--- config.mk ---
export PLATFORM = sky130hd
export DESIGN_NAME = sfe_front_end
export DESIGN_NICKNAME = d
export VERILOG_FILES = /design/src/common/sfe_pkg.sv /design/src/hw/sfe_sync.sv /design/src/hw/sfe_status.sv /design/src/hw/sfe_front_end.sv
export SDC_FILE = /design/constraint.sdc
export NUM_CORES = 1
export LEC_CHECK = 0
export BUFFER_PORTS_ARGS = -buffer_cell sky130_fd_sc_hd__buf_2
export CAP_MARGIN = 20
export CORE_UTILIZATION = 49
export CTS_CLUSTER_DIAMETER = 30
export DETAILED_ROUTE_END_ITERATION = 16
export PLACE_DENSITY = 0.76
export SETUP_SLACK_MARGIN = 0.5
export SLEW_MARGIN = 20
export SYNTH_ARGS = -nofsm -noshare
export SYNTH_HDL_FRONTEND = slang
export SYNTH_HIERARCHICAL = 1
export SYNTH_SLANG_ARGS = --single-unit
--- constraint.sdc ---
create_clock -name clock -period 2.1 [get_ports clock]
set_input_delay 0.42 -clock clock [delete_from_list [all_inputs] [get_ports clock]]
set_output_delay 0.42 -clock clock [all_outputs]
set_load 0.1 [all_outputs]
--- src/common/sfe_pkg.sv ---
// Purpose: Shared constants for the serial flash front end
// Assumes: 8-bit bus cycles, 24-bit addresses, 4 Mbit array
// Notes: Status bit positions and power-up values live here
`default_nettype none
package sfe_pkg;
	localparam int BYTE_BITS = 8;
	localparam int ADDR_BITS = 24;
	localparam int ARRAY_ADDR_BITS = 19;
	localparam int SECTOR_BYTES = 4096;
	localparam int BLOCK_BYTES = 32768;
	localparam int SECTOR_SHIFT = $clog2(SECTOR_BYTES);
	localparam int BLOCK_SHIFT = $clog2(BLOCK_BYTES);
	localparam int SECTOR_IDX_W = ARRAY_ADDR_BITS - SECTOR_SHIFT;
	localparam int BLOCK_IDX_W = ARRAY_ADDR_BITS - BLOCK_SHIFT;

	// Status register layout
	localparam int SR_BUSY_BIT = 0;
	localparam int SR_WLATCH_BIT = 1;
	localparam int SR_LVL_LO_BIT = 2;
	localparam int SR_LVL_HI_BIT = 3;
	localparam int SR_AUTOINC_BIT = 6;
	localparam int SR_LOCK_BIT = 7;
	localparam logic [1:0] LEVEL_RESET = 2'h3;
	localparam logic LOCK_RESET = 1'h0;

	// Position of a byte inside a command sequence
	localparam logic [2:0] IDX_OPCODE = 3'h0;
	localparam logic [2:0] IDX_FIRST_DATA = 3'h1;
	localparam logic [2:0] IDX_ADDR_LAST = 3'h3;
	localparam logic [2:0] IDX_SAT = 3'h4;
	localparam logic [2:0] BIT_LAST = 3'h7;

	function automatic logic [SECTOR_IDX_W-1:0] sector_of(input logic [ADDR_BITS-1:0] addr);
		return addr[SECTOR_SHIFT +: SECTOR_IDX_W];
	endfunction

	function automatic logic [BLOCK_IDX_W-1:0] block_of(input logic [ADDR_BITS-1:0] addr);
		return addr[BLOCK_SHIFT +: BLOCK_IDX_W];
	endfunction
endpackage
`default_nettype wire

--- src/hw/sfe_sync.sv ---
// Purpose: Two-flop synchroniser for the serial pins
// Assumes: Inputs are asynchronous to clock
// Notes: Only the second stage is visible outside
`timescale 1ns/10ps
`default_nettype none
module sfe_sync #(
	parameter int WIDTH = 1,
	parameter logic [WIDTH-1:0] INIT = '0
) (
	input wire logic clock,
	input wire logic rst,
	input wire logic [WIDTH-1:0] din,
	output logic [WIDTH-1:0] dout
);
	logic [WIDTH-1:0] stage1;

	initial begin
		if (WIDTH < 1) begin
			$error("sfe_sync needs WIDTH of at least one");
		end
	end

	always_ff @(posedge clock) begin
		if (rst) begin
			stage1 <= INIT;
			dout <= INIT;
		end else begin
			stage1 <= din;
			dout <= stage1;
		end
	end
endmodule
`default_nettype wire

--- src/hw/sfe_status.sv ---
// Purpose: Status register with protection level and lock bits
// Assumes: Write requests arrive as one-cycle pulses on clock
// Notes: Busy, write latch and auto-increment come from the engines
`timescale 1ns/10ps
`default_nettype none
module sfe_status (
	input wire logic clock,
	input wire logic rst,
	input wire logic wpSync,
	input wire logic wrReq,
	input wire logic [7:0] wrData,
	input wire logic busy,
	input wire logic writeLatch,
	input wire logic autoInc,
	output logic [7:0] statusByte,
	output logic [1:0] protectLevel,
	output logic protectLock,
	output logic wrDone,
	output logic wrRejected
);
	logic allowed;

	// Lock only bites while the write-protect pin is low
	assign allowed = wpSync || !protectLock;

	always_ff @(posedge clock) begin
		if (rst) begin
			protectLevel <= sfe_pkg::LEVEL_RESET;
			protectLock <= sfe_pkg::LOCK_RESET;
		end else if (wrReq && allowed) begin
			protectLevel <= {wrData[sfe_pkg::SR_LVL_HI_BIT], wrData[sfe_pkg::SR_LVL_LO_BIT]};
			protectLock <= wrData[sfe_pkg::SR_LOCK_BIT];
		end
	end

	always_ff @(posedge clock) begin
		if (rst) begin
			wrDone <= 1'h0;
			wrRejected <= 1'h0;
		end else begin
			wrDone <= wrReq && allowed;
			wrRejected <= wrReq && !allowed;
		end
	end

	always_comb begin
		statusByte = 8'h00;
		statusByte[sfe_pkg::SR_BUSY_BIT] = busy;
		statusByte[sfe_pkg::SR_WLATCH_BIT] = writeLatch;
		statusByte[sfe_pkg::SR_LVL_LO_BIT] = protectLevel[0];
		statusByte[sfe_pkg::SR_LVL_HI_BIT] = protectLevel[1];
		statusByte[sfe_pkg::SR_AUTOINC_BIT] = autoInc;
		statusByte[sfe_pkg::SR_LOCK_BIT] = protectLock;
	end
endmodule
`default_nettype wire

--- src/hw/sfe_front_end.sv ---
// Purpose: Serial peripheral slave front end of a serial flash
// Assumes: Pins are asynchronous; clock is much faster than the serial clock
// Notes: Bytes, addresses and status writes are handed to the engines as pulses
`timescale 1ns/10ps
`default_nettype none
module sfe_front_end #(
	parameter logic [7:0] STATUS_WRITE_OP = 8'h01,
	parameter logic [7:0] STATUS_READ_OP = 8'h05
) (
	input wire logic clock,
	input wire logic rst,
	input wire logic selN,
	input wire logic sclk,
	input wire logic mosi,
	input wire logic holdN,
	input wire logic wpN,
	output logic miso,
	output logic misoOe,
	input wire logic busy,
	input wire logic writeLatch,
	input wire logic autoInc,
	input wire logic txActive,
	input wire logic [7:0] txByte,
	output logic txNext,
	output logic seqStart,
	output logic seqAbort,
	output logic rxValid,
	output logic [7:0] rxByte,
	output logic [2:0] rxIndex,
	output logic addrValid,
	output logic [sfe_pkg::ADDR_BITS-1:0] address,
	output logic [sfe_pkg::SECTOR_IDX_W-1:0] sectorIndex,
	output logic [sfe_pkg::BLOCK_IDX_W-1:0] blockIndex,
	output logic paused,
	output logic [7:0] statusByte,
	output logic [1:0] protectLevel,
	output logic protectLock,
	output logic statusWriteDone,
	output logic statusWriteRejected
);
	logic selSync, sclkSync, mosiSync, holdSync, wpSync;
	logic selPrev, sclkPrev;
	logic active, rise, fall, byteEnd;
	logic [2:0] bitCnt;
	logic [2:0] byteCnt;
	logic [7:0] rxShift;
	logic [7:0] rxFull;
	logic [7:0] opcode;
	logic statusMode;
	logic nextStatusMode;
	logic [7:0] txShift;
	logic txOn;
	logic misoOeReg;
	logic statusWrReq;

	initial begin
		if (sfe_pkg::BLOCK_SHIFT <= sfe_pkg::SECTOR_SHIFT) begin
			$error("block must be larger than sector");
		end
	end

	// Select and pause idle high, so they reset to the idle level
	sfe_sync #(
		.WIDTH(5),
		.INIT(5'h19)
	) u_sync (
		.clock(clock),
		.rst(rst),
		.din({selN, holdN, wpN, sclk, mosi}),
		.dout({selSync, holdSync, wpSync, sclkSync, mosiSync})
	);

	always_ff @(posedge clock) begin
		if (rst) begin
			selPrev <= 1'h1;
			sclkPrev <= 1'h0;
		end else begin
			selPrev <= selSync;
			sclkPrev <= sclkSync;
		end
	end

	// Pause changes only while the serial clock is low, except that deselect clears it, so no edge is cut in half
	always_ff @(posedge clock) begin
		if (rst || selSync) begin
			paused <= 1'h0;
		end else if (!sclkSync && !holdSync) begin
			paused <= 1'h1;
		end else if (!sclkSync && holdSync) begin
			paused <= 1'h0;
		end
	end

	// Edges are seen only from the level, so the idle level of either mode is harmless
	assign active = !selSync && !paused;
	assign rise = active && sclkSync && !sclkPrev;
	assign fall = active && !sclkSync && sclkPrev;
	assign byteEnd = rise && bitCnt == sfe_pkg::BIT_LAST;
	assign rxFull = {rxShift[6:0], mosiSync};

	always_ff @(posedge clock) begin
		if (rst) begin
			seqStart <= 1'h0;
			seqAbort <= 1'h0;
		end else begin
			seqStart <= !selSync && selPrev;
			seqAbort <= selSync && !selPrev && (bitCnt != 3'h0 || paused);
		end
	end

	always_ff @(posedge clock) begin
		if (rst || selSync) begin
			bitCnt <= 3'h0;
			byteCnt <= sfe_pkg::IDX_OPCODE;
			rxShift <= 8'h00;
		end else if (rise) begin
			rxShift <= rxFull;
			bitCnt <= bitCnt + 3'h1;
			if (byteEnd && byteCnt != sfe_pkg::IDX_SAT) begin
				byteCnt <= byteCnt + 3'h1;
			end
		end
	end

	always_ff @(posedge clock) begin
		if (rst) begin
			rxValid <= 1'h0;
			rxByte <= 8'h00;
			rxIndex <= 3'h0;
		end else begin
			rxValid <= byteEnd;
			if (byteEnd) begin
				rxByte <= rxFull;
				rxIndex <= byteCnt;
			end
		end
	end

	always_ff @(posedge clock) begin
		if (rst) begin
			opcode <= 8'h00;
			address <= '0;
			addrValid <= 1'h0;
			sectorIndex <= '0;
			blockIndex <= '0;
		end else begin
			addrValid <= 1'h0;
			if (byteEnd && byteCnt == sfe_pkg::IDX_OPCODE) begin
				opcode <= rxFull;
			end
			if (byteEnd && byteCnt >= sfe_pkg::IDX_FIRST_DATA && byteCnt <= sfe_pkg::IDX_ADDR_LAST) begin
				address <= {address[15:0], rxFull};
			end
			if (byteEnd && byteCnt == sfe_pkg::IDX_ADDR_LAST) begin
				addrValid <= 1'h1;
				sectorIndex <= sfe_pkg::sector_of({address[15:0], rxFull});
				blockIndex <= sfe_pkg::block_of({address[15:0], rxFull});
			end
		end
	end

	// Status data byte acts as soon as its last bit lands
	assign statusWrReq = byteEnd && byteCnt == sfe_pkg::IDX_FIRST_DATA && opcode == STATUS_WRITE_OP;

	sfe_status u_status (
		.clock(clock),
		.rst(rst),
		.wpSync(wpSync),
		.wrReq(statusWrReq),
		.wrData(rxFull),
		.busy(busy),
		.writeLatch(writeLatch),
		.autoInc(autoInc),
		.statusByte(statusByte),
		.protectLevel(protectLevel),
		.protectLock(protectLock),
		.wrDone(statusWriteDone),
		.wrRejected(statusWriteRejected)
	);

	always_comb begin
		nextStatusMode = statusMode;
		if (byteCnt == sfe_pkg::IDX_OPCODE) begin
			nextStatusMode = rxFull == STATUS_READ_OP;
		end
	end

	// Next byte is chosen at the rise that ends the current one
	always_ff @(posedge clock) begin
		if (rst || selSync) begin
			statusMode <= 1'h0;
			txOn <= 1'h0;
			txShift <= 8'h00;
			txNext <= 1'h0;
		end else begin
			txNext <= 1'h0;
			if (byteEnd) begin
				statusMode <= nextStatusMode;
				txOn <= nextStatusMode || txActive;
				txShift <= nextStatusMode ? statusByte : txByte;
				txNext <= !nextStatusMode && txActive;
			end else if (fall && txOn) begin
				txShift <= {txShift[6:0], 1'h0};
			end
		end
	end

	always_ff @(posedge clock) begin
		if (rst) begin
			miso <= 1'h0;
		end else if (fall && txOn) begin
			miso <= txShift[7];
		end
	end

	always_ff @(posedge clock) begin
		if (rst || selSync) begin
			misoOeReg <= 1'h0;
		end else if (fall) begin
			misoOeReg <= txOn;
		end
	end

	assign misoOe = misoOeReg && active;
endmodule
`default_nettype wire

After elaboration in Yosys (flattened, before gate mapping). Index checks and enable logic that the tools add are counted. Widths: inputs -> output; s select.

Flip-flop bits (word level): 102. Bits in latches: 0. Memory bits (writable): 0. Bits in read-only memories: 0. Bits of input ports: 19. Output and inout port bits: 67. Logic and storage cells: 88. Memories: 0.

Add/subtract/negate cells: 2. $mul: 0. Div/mod/pow operators: 0. Magnitude comparators: 2. Equal/unequal tests: 6. Shifts and indexed selects: 0. Muxes and demuxes: 7. Bitwise gates (word level): 1. Reductions and logical operators: 42.

Operators with widths (number): $mux 8 (3); $logic_and 1x1->1 (23); $logic_not 1->1 (9); $eq 8x1->1 const B (1); $eq 8x3->1 const B (1); $add 3x1->3 const B (2); $logic_or 1x1->1 (4); $mux 1 (4); $reduce_bool 2->1 (2); $eq 3x1->1 const B (1); $eq 3x2->1 const B (1); $eq 3x3->1 const B (1); $ge 3x1->1 const B (1); $le 3x2->1 const B (1); $logic_not 3->1 (1); $ne 3x3->1 const B (1); $reduce_bool 3->1 (1); $reduce_and 2->1 (1); $reduce_or 2->1 (1); $not 1->1 (1).

Depth between registers and ports, before layout. Gate-level depths: netlist (run 1).

Depth after elaboration: 8. Mapped depth: 8. Mapped depth without buffers: 8.

Modules after synthesis. The synthesis (run 1) kept the hierarchy.

Modules (own cells, without submodules): sfe_front_end (instances 1, cells an instance 393, area each 3563.4 um2, sequential area each 1661.6 um2); sfe_sync (instances 1, cells an instance 20, area each 262.8 um2, sequential area each 200.2 um2); sfe_status (instances 1, cells an instance 25, area each 244.0 um2, sequential area each 100.1 um2).

Worst setup path after synthesis (run 1). Ideal clock, no wire load.

Kind: register to register. From: reg paused. To: reg u_status.protectLevel[0]. Library setup time: 0.120 ns. Arrival time: 2.179 ns. Data required time: 1.980 ns. Slack: -0.198 ns. Cell stages (with the launch flop): 7. Buffers on the path: 0. Period minus slack after synthesis: 2.298 ns. Cells stage by stage: dfxtp_1 -> nor4b_4 -> nand2_2 -> nor4_1 -> and4_1 -> nand2_1 -> a211o_1.

Cells in the longest elaborated chain, start to end: 8.

Ends and longest elaborated chain: start: declaration (line sfe_front_end.sv:34) `output logic paused,`; start signal: assignment (line sfe_front_end.sv:86) `paused <= 1'h0;`; start signal: assignment (line sfe_front_end.sv:88) `paused <= 1'h1;`; start signal: assignment (line sfe_front_end.sv:90) `paused <= 1'h0;`; $logic_not 1->1 (line sfe_front_end.sv:95) `assign active = !selSync && !paused;`; $logic_and 1x1->1 (line sfe_front_end.sv:95); $logic_and 1x1->1 (2 in a row) (line sfe_front_end.sv:96) `assign rise = active && sclkSync && !sclkPrev;`; $logic_and 1x1->1 (line sfe_front_end.sv:98) `assign byteEnd = rise && bitCnt == sfe_pkg::BIT_LAST;`; $logic_and 1x1->1 (2 in a row) (line sfe_front_end.sv:163) `assign statusWrReq = byteEnd && byteCnt == sfe_pkg::IDX_FIRST_DATA && opcode == STATUS_WRITE_OP;`; named net statusWrReq (line sfe_front_end.sv:54) `logic statusWrReq;`; $logic_and 1x1->1 (line sfe_status.sv:30) `end else if (wrReq && allowed) begin`; end signal: assignment (line sfe_status.sv:28) `protectLevel <= sfe_pkg::LEVEL_RESET;`; end signal: assignment (line sfe_status.sv:31) `protectLevel <= {wrData[sfe_pkg::SR_LVL_HI_BIT], wrData[sfe_pkg::SR_LVL_LO_BIT]};`; end: declaration (line sfe_status.sv:16) `output logic [1:0] protectLevel,`.

The timed path passes the listed nets, and every way through them passes these cells. A chain may end at the register's enable or synchronous reset.

Worst setup path in the final report (run 1).
From: reg byteCnt[1]. To: reg u_status.protectLevel[0].

Cells in the longest elaborated chain, start to end: 4.

Ends and longest elaborated chain: start: declaration (line sfe_front_end.sv:45) `logic [2:0] byteCnt;`; start signal: assignment (line sfe_front_end.sv:114) `byteCnt <= sfe_pkg::IDX_OPCODE;`; start signal: assignment (line sfe_front_end.sv:120) `byteCnt <= byteCnt + 3'h1;`; $eq 3x1->1 (line sfe_front_end.sv:163); $logic_and 1x1->1 (2 in a row) (line sfe_front_end.sv:163); named net statusWrReq (line sfe_front_end.sv:54); $logic_and 1x1->1 (line sfe_status.sv:30).

The timed path passes the listed nets, and every way through them passes these cells.

==> reports/qor.csv, run 1 <==
metric,value,unit
# fillers,564,
startpoint class of the critical path,flip-flop,
via count,3627,
Finish-stage setup viols,0,
PD cells,587,nW/um^2
initial antenna violation count,0,
# diodes,0,
Final Instance Area,5440,um^2
Max Slew Vio Count,0,
Final Skew,0.0102,ns
Synth Warn #,6,
Max Clk Rate,0.522,GHz
initial drt markers,188,
total clock buffers created by CTS,9,
Tcrit/Tclk final,0.912,
Worst Path Buf+Inv,1,
die area,8680,um^2
GRT overflow,0,
number of distinct library cells after synthesis,46,
HP Start,holdN,
initial core utilization,0.516,
"Top FF cell, synth",dfxtp_1,
Post-DP HPWL,6.34,mm
Hold Fails Final Rpt,0,
VDD IR-drop max,0.284,mV
Worst Hold Depth,2,
Leak Pwr,0.00221,uW
site row count,32,
Synth Instances,438,
setup TNS,0,ns
Synth Area per Inst,9.29,um^2
crit-path cells,inv_4 -> ha_4 -> or4b_4 -> nor4_4 -> and4_4 -> nand2_2 -> a211o_1,
RSZ-0062 raised after global routing,true,
width of the die,93.1,um
IO Pins,86,
vias in the first global route,3270,
fraction of layout cells with a size suffix above 1,0.397,
flop2flop setup slack,0.18,ns
DR pass1 iterations,5,
Hold Path End,u_sync/stage1[3],
synthesized area,4070,um^2
crit end category,flip-flop,
clock tree from TritonCTS,yes,
"Max FO, Critical Path",6,
routed len/inst,17.4,um
area of the core,7890,um^2
gpl congestion,0.799,
Post-DRT Antenna Nets,0,
die height,93.1,um
number of port buffers,83,
r2r worst-path depth,7,
Worst path max stage delay,0.47,ns
clock tree buffer depth,2,
CTS Sinks,98,
"CP delay by family, top",simple AND/OR/NAND/NOR gates,
reg-to-reg critical path startpoint,byteCnt[1],
Worst-path clk slew,0.09,ns
gr usage total,0.227,
Remaining DRCs,0,
flip-flop and latch area,2000,um^2
Vias/cell,5.61,
number of nets in the layout,565,
critical path's slowest cell,or4b_4,
largest net degree at the start of global routing,77,
sequential share of the synthesized area,0.482,
clk_lat worst skew,0.36,ns
Post-Place Worst Slack,0.00781,ns
htree depth,3,
worst hold path type,in -> reg,
Synth async-reset ratio,0,
Synth Register Bits,98,
area delta synth->final,33.6,%
Worst Path Required,2.35,ns
final core utilization,0.689,
first-pass GRT wire length,15.5,mm
"commonest non-fill, non-tap cell in the layout",dfxtp_1,
dpl cell area,4570,um^2
Worst Setup Path Type,reg -> reg,
final wirelength,11.2,mm
status,"finished, final reports clean",
root buf cell,clkbuf_8,
Final min period,1.92,ns
Multi-input gate area,2120,um^2
Post-CTS Hold Fix Bufs,0,
"EDFF count, synth",0,
worst setup margin,0.184,ns
Tot Pwr,3190,uW
Max Cap Viol,0,
CP arrival,2.16,ns
Worst R2R End,u_status/protectLevel[0],
"commonest non-fill, non-tap cells in the layout","dfxtp_1, buf_2, nand2_1",
## cell families after synthesis
family / after synthesis / share of synthesized area
mux: 42 / 0.106
buf+inv: 46 / 0.0584
flops: 98 / 0.482
xor+xnor: 2 / 0.00430
simple gates: 169 / 0.220
compound gates: 73 / 0.107
fa+ha+maj: 7 / 0.0215
other cells: 1 / 0.000921
## area by class of cell
class,instances,share of cell area
clock buffer,12,0.0304
timing repair buffer,128,0.179
multi-input combinational,296,0.390
sequential,98,0.368
inverter,6,0.00460
tap,102,0.0235
clock inverter,4,0.00437
## metrics by stage
stage,hold slack [ns],instances
after global placement,0.386,599
after floorplan,0.383,439
after global routing,0.236,646
final,0.238,646
after detailed placement,0.393,599
after CTS,0.231,629
## routing by layer
layer  track usage  share of wire  up-vias
met2         0.385           0.49      165
met4        0.0872          0.025        0
met3        0.0333          0.057       26
met1         0.291           0.43     1735
met5             0              0        -
li1              -              -     1701
## synthesized netlist by cell type (2+ instances only)
master / number / area, um^2
a211o_1: 2 / 17.5
nand3b_1: 3 / 22.5
nor3b_1: 2 / 15.0
nand2b_1: 34 / 213
xnor2_1: 2 / 17.5
and3_1: 3 / 18.8
o21ai_0: 2 / 10.0
or3_1: 2 / 12.5
inv_1: 5 / 18.8
a21oi_1: 44 / 220
buf_2: 7 / 35.0
a31oi_1: 7 / 43.8
mux2i_1: 34 / 340
clkbuf_1: 18 / 67.6
buf_4: 13 / 97.6
or2_1: 6 / 37.5
nor2b_1: 6 / 37.5
o221ai_1: 7 / 61.3
mux2_2: 8 / 90.1
nand3_1: 20 / 100
o211ai_1: 8 / 60.1
dfxtp_1: 98 / 1960
nor2_1: 23 / 86.3
nand2_1: 53 / 199
nor3_1: 3 / 15.0
and2_1: 2 / 12.5
ha_1: 7 / 87.6
## what timing repair did
item                       4_1_cts  5_1_grt
cloned                           0        3
pin swaps                        8       20
hold endpoints to repair         0        0
setup endpoints to repair       78       79
buffers inserted                14       14
gates resized for setup         45       59
## worst max-delay path by stage
stage	start	endpoint	slack, ns	cells past startpoint
floorplan	byteCnt[1]	u_status/protectLevel[0]	0.22	7
global placement	byteCnt[1]	u_status/protectLevel[0]	0.09	7
detailed placement	byteCnt[1]	u_status/protectLevel[0]	0.008	7
CTS	byteCnt[1]	u_status/protectLevel[0]	0.23	7
global route	byteCnt[1]	u_status/protectLevel[1]	0.11	7
finish	byteCnt[1]	u_status/protectLevel[0]	0.18	7
## flip-flops by register name, indices dropped and copies added (netlist names), 5 cells and up
name / count
address: 24
opcode: 8
rxByte: 8
txShift: 8
rxShift: 7
sectorIndex: 7
u_sync/dout: 5
u_sync/stage1: 5
## where the power goes
| group | total (uW) | internal [uW] | switching (uW) |
|---|---|---|---|
| Combinational | 150 | 54.3 | 95.7 |
| Sequential | 1870 | 1860 | 5.24 |
| Clock | 1170 | 528 | 647 |
Power figures use the tool's default switching activity.
==> run 2: changes to the inputs <==
Settings changed: RECOVER_POWER set to 100.
==> run 2 against run 1 <==
Sequential power hardly changed; global-route usage stayed put; hold slack worse by 0.0026 ns; via count is 0.17% higher; cell count stayed put; non-clock buffer count stayed put; sequential cell count stayed put; clock power hardly changed; critical path type unchanged; highest routed layer unchanged.
==> reports/qor.csv, run 2 (synthesized netlist as in run 1, its figures left out) <==
metric,value,unit,change
Max Slew Vio Count,0,,unchanged
Final Skew,0.00943,ns,-0.000763 ns
vias in the first global route,3270,,unchanged
Tot Pwr,3180,uW,-0.29%
"CP delay by family, top",simple AND/OR/NAND/NOR gates,,
htree depth,3,,unchanged
Worst path max stage delay,0.47,ns,about the same
area delta synth->final,29.0,%,
RSZ-0062 raised after global routing,true,,
Tcrit/Tclk final,0.922,,+0.00933
width of the die,93.1,um,unchanged
Worst Setup Path Type,reg -> reg,,
first-pass GRT wire length,15.5,mm,unchanged
initial core utilization,0.516,,unchanged
Finish-stage setup viols,0,,unchanged
status,"finished, final reports clean",,
Max Cap Viol,0,,unchanged
clock tree buffer depth,2,,unchanged
routed len/inst,17.4,um,+0.24%
critical path's slowest cell,or4b_4,,
max FFs per register,24,,unchanged
initial antenna violation count,0,,unchanged
DR pass1 iterations,5,,unchanged
Max Clk Rate,0.517,GHz,-1.0%
Vias/cell,5.62,,+0.17%
Post-DRT Antenna Nets,0,,unchanged
Leak Pwr,0.00213,uW,-3.9%
root buf cell,clkbuf_8,,
number of nets in the layout,565,,unchanged
crit-path cells,inv_4 -> ha_4 -> or4b_4 -> nor4_4 -> and4_4 -> nand2_1 -> a22oi_2 -> nor2_1,,
initial drt markers,223,,+19%
final core utilization,0.665,,-0.0240
worst hold path type,in -> reg,,
Worst Path Buf+Inv,1,,unchanged
VDD IR-drop max,0.286,mV,+0.75%
fraction of layout cells with a size suffix above 1,0.360,,-0.0368
Worst slew margin,0.137,,
setup TNS,0,ns,unchanged
area of the core,7890,um^2,unchanged
"commonest non-fill, non-tap cell in the layout",dfxtp_1,,
Worst Max-Slew Pin Slew,1.29,ns,
Post-DP HPWL,6.34,mm,unchanged
PD cells,606,nW/um^2,+3.3%
Final min period,1.94,ns,+0.0196 ns
die area,8680,um^2,unchanged
IO Pins,86,,unchanged
die height,93.1,um,unchanged
crit end category,flip-flop,,
Top reg by flops,address,,
"commonest non-fill, non-tap cells in the layout","dfxtp_1, clkbuf_2, nand2_1",,
final wirelength,11.3,mm,+0.24%
startpoint class of the critical path,flip-flop,,
Hold Fails Final Rpt,0,,unchanged
CP arrival,2.13,ns,-0.03 ns
largest net degree at the start of global routing,77,,unchanged
gr usage total,0.227,,unchanged
# diodes,0,,unchanged
Min Hold Slack,0.235,ns,-0.00258 ns
"Max FO, Critical Path",6,,unchanged
site row count,32,,unchanged
gpl congestion,0.799,,unchanged
Worst-path clk slew,0.09,ns,about the same
Remaining DRCs,0,,unchanged
clock tree from TritonCTS,yes,,
CTS Sinks,98,,unchanged
number of port buffers,83,,unchanged
Worst Path Required,2.29,ns,-0.06 ns
via count,3633,,+0.17%
GRT overflow,0,,unchanged
total clock buffers created by CTS,9,,unchanged
clk_lat worst skew,0.36,ns,about the same
[run 2: cell types whose count changed in the layout (fill, tap and decap cells not counted), moves of 5 or more]
cell,change
o221ai_2,-5
buf_4,-9
buf_6,-5
clkbuf_4,-5
o221ai_1,+5
clkbuf_1,+7
clkbuf_2,+62
buf_2,-48
[run 2: power by group]
group          leakage (uW)  switching, uW  internal, uW
sequential         0.000801           5.28          1860
combinational       0.00122           94.1          49.3
clock              0.000103            643           527
total               0.00213            743          2440
[run 2: worst reg2reg max path, delay by kind of cell, from the launching register on]
family	cells	cell delay, ns
and+or+nand+nor	5	1.08
DFF	1	0.38
adders and majority gates	1	0.12
AOI/OAI and AO/OA	1	0.12
buffers and inverters	1	0.06
[run 2: through the flow]
stage	std cells	worst slack, ns	area, um^2
2_1_floorplan	439	0.218	4140
6_report	646	0.165	5250
3_3_place_gp	599	0.0890	4570
4_1_cts	629	0.232	5040
5_1_grt	646	0.0601	5250
3_5_place_dp	599	0.00781	4570
[run 2: repair_timing]
action / 4_1_cts / 5_1_grt
pin swaps: 8 / 20
gates cloned: 0 / 3
endpoints found under the hold margin: 0 / 0
gates resized for setup: 45 / 59
buffers inserted: 14 / 14
hold buffers: 0 / 0
endpoints found under the setup margin: 78 / 79
[run 2: cell type report]
type / instances / area, um^2
fill: 605 / 2640
multi-input combinational: 296 / 2040
sequential: 98 / 2000
timing repair buffer: 128 / 868
clock buffer: 12 / 165
tap: 102 / 128
inverter: 6 / 25.0
clock inverter: 4 / 23.8
[run 2: final timing paths]
path                         start              endpoint  slack, ns  cells after the start
setup / recovery        byteCnt[1]  u_status/protectLock       0.16                      8
hold / removal               holdN      u_sync/stage1[3]       0.24                      2
setup reg to reg        byteCnt[1]  u_status/protectLock       0.16                      8
hold reg to reg   u_sync/stage1[0]        u_sync/dout[0]       0.41                      1
[run 2: per-layer routing]
| layer | part of all wire | vias to the layer above | global-route usage | wire (um) |
|---|---|---|---|---|
| li1 | - | 1692 | - | - |
| met1 | 0.43 | 1742 | 0.291 | 4790 |
| met2 | 0.49 | 168 | 0.385 | 5550 |
| met3 | 0.055 | 31 | 0.0333 | 617 |
| met4 | 0.027 | 0 | 0.0872 | 300 |
| met5 | 0 | - | 0 | 0 |
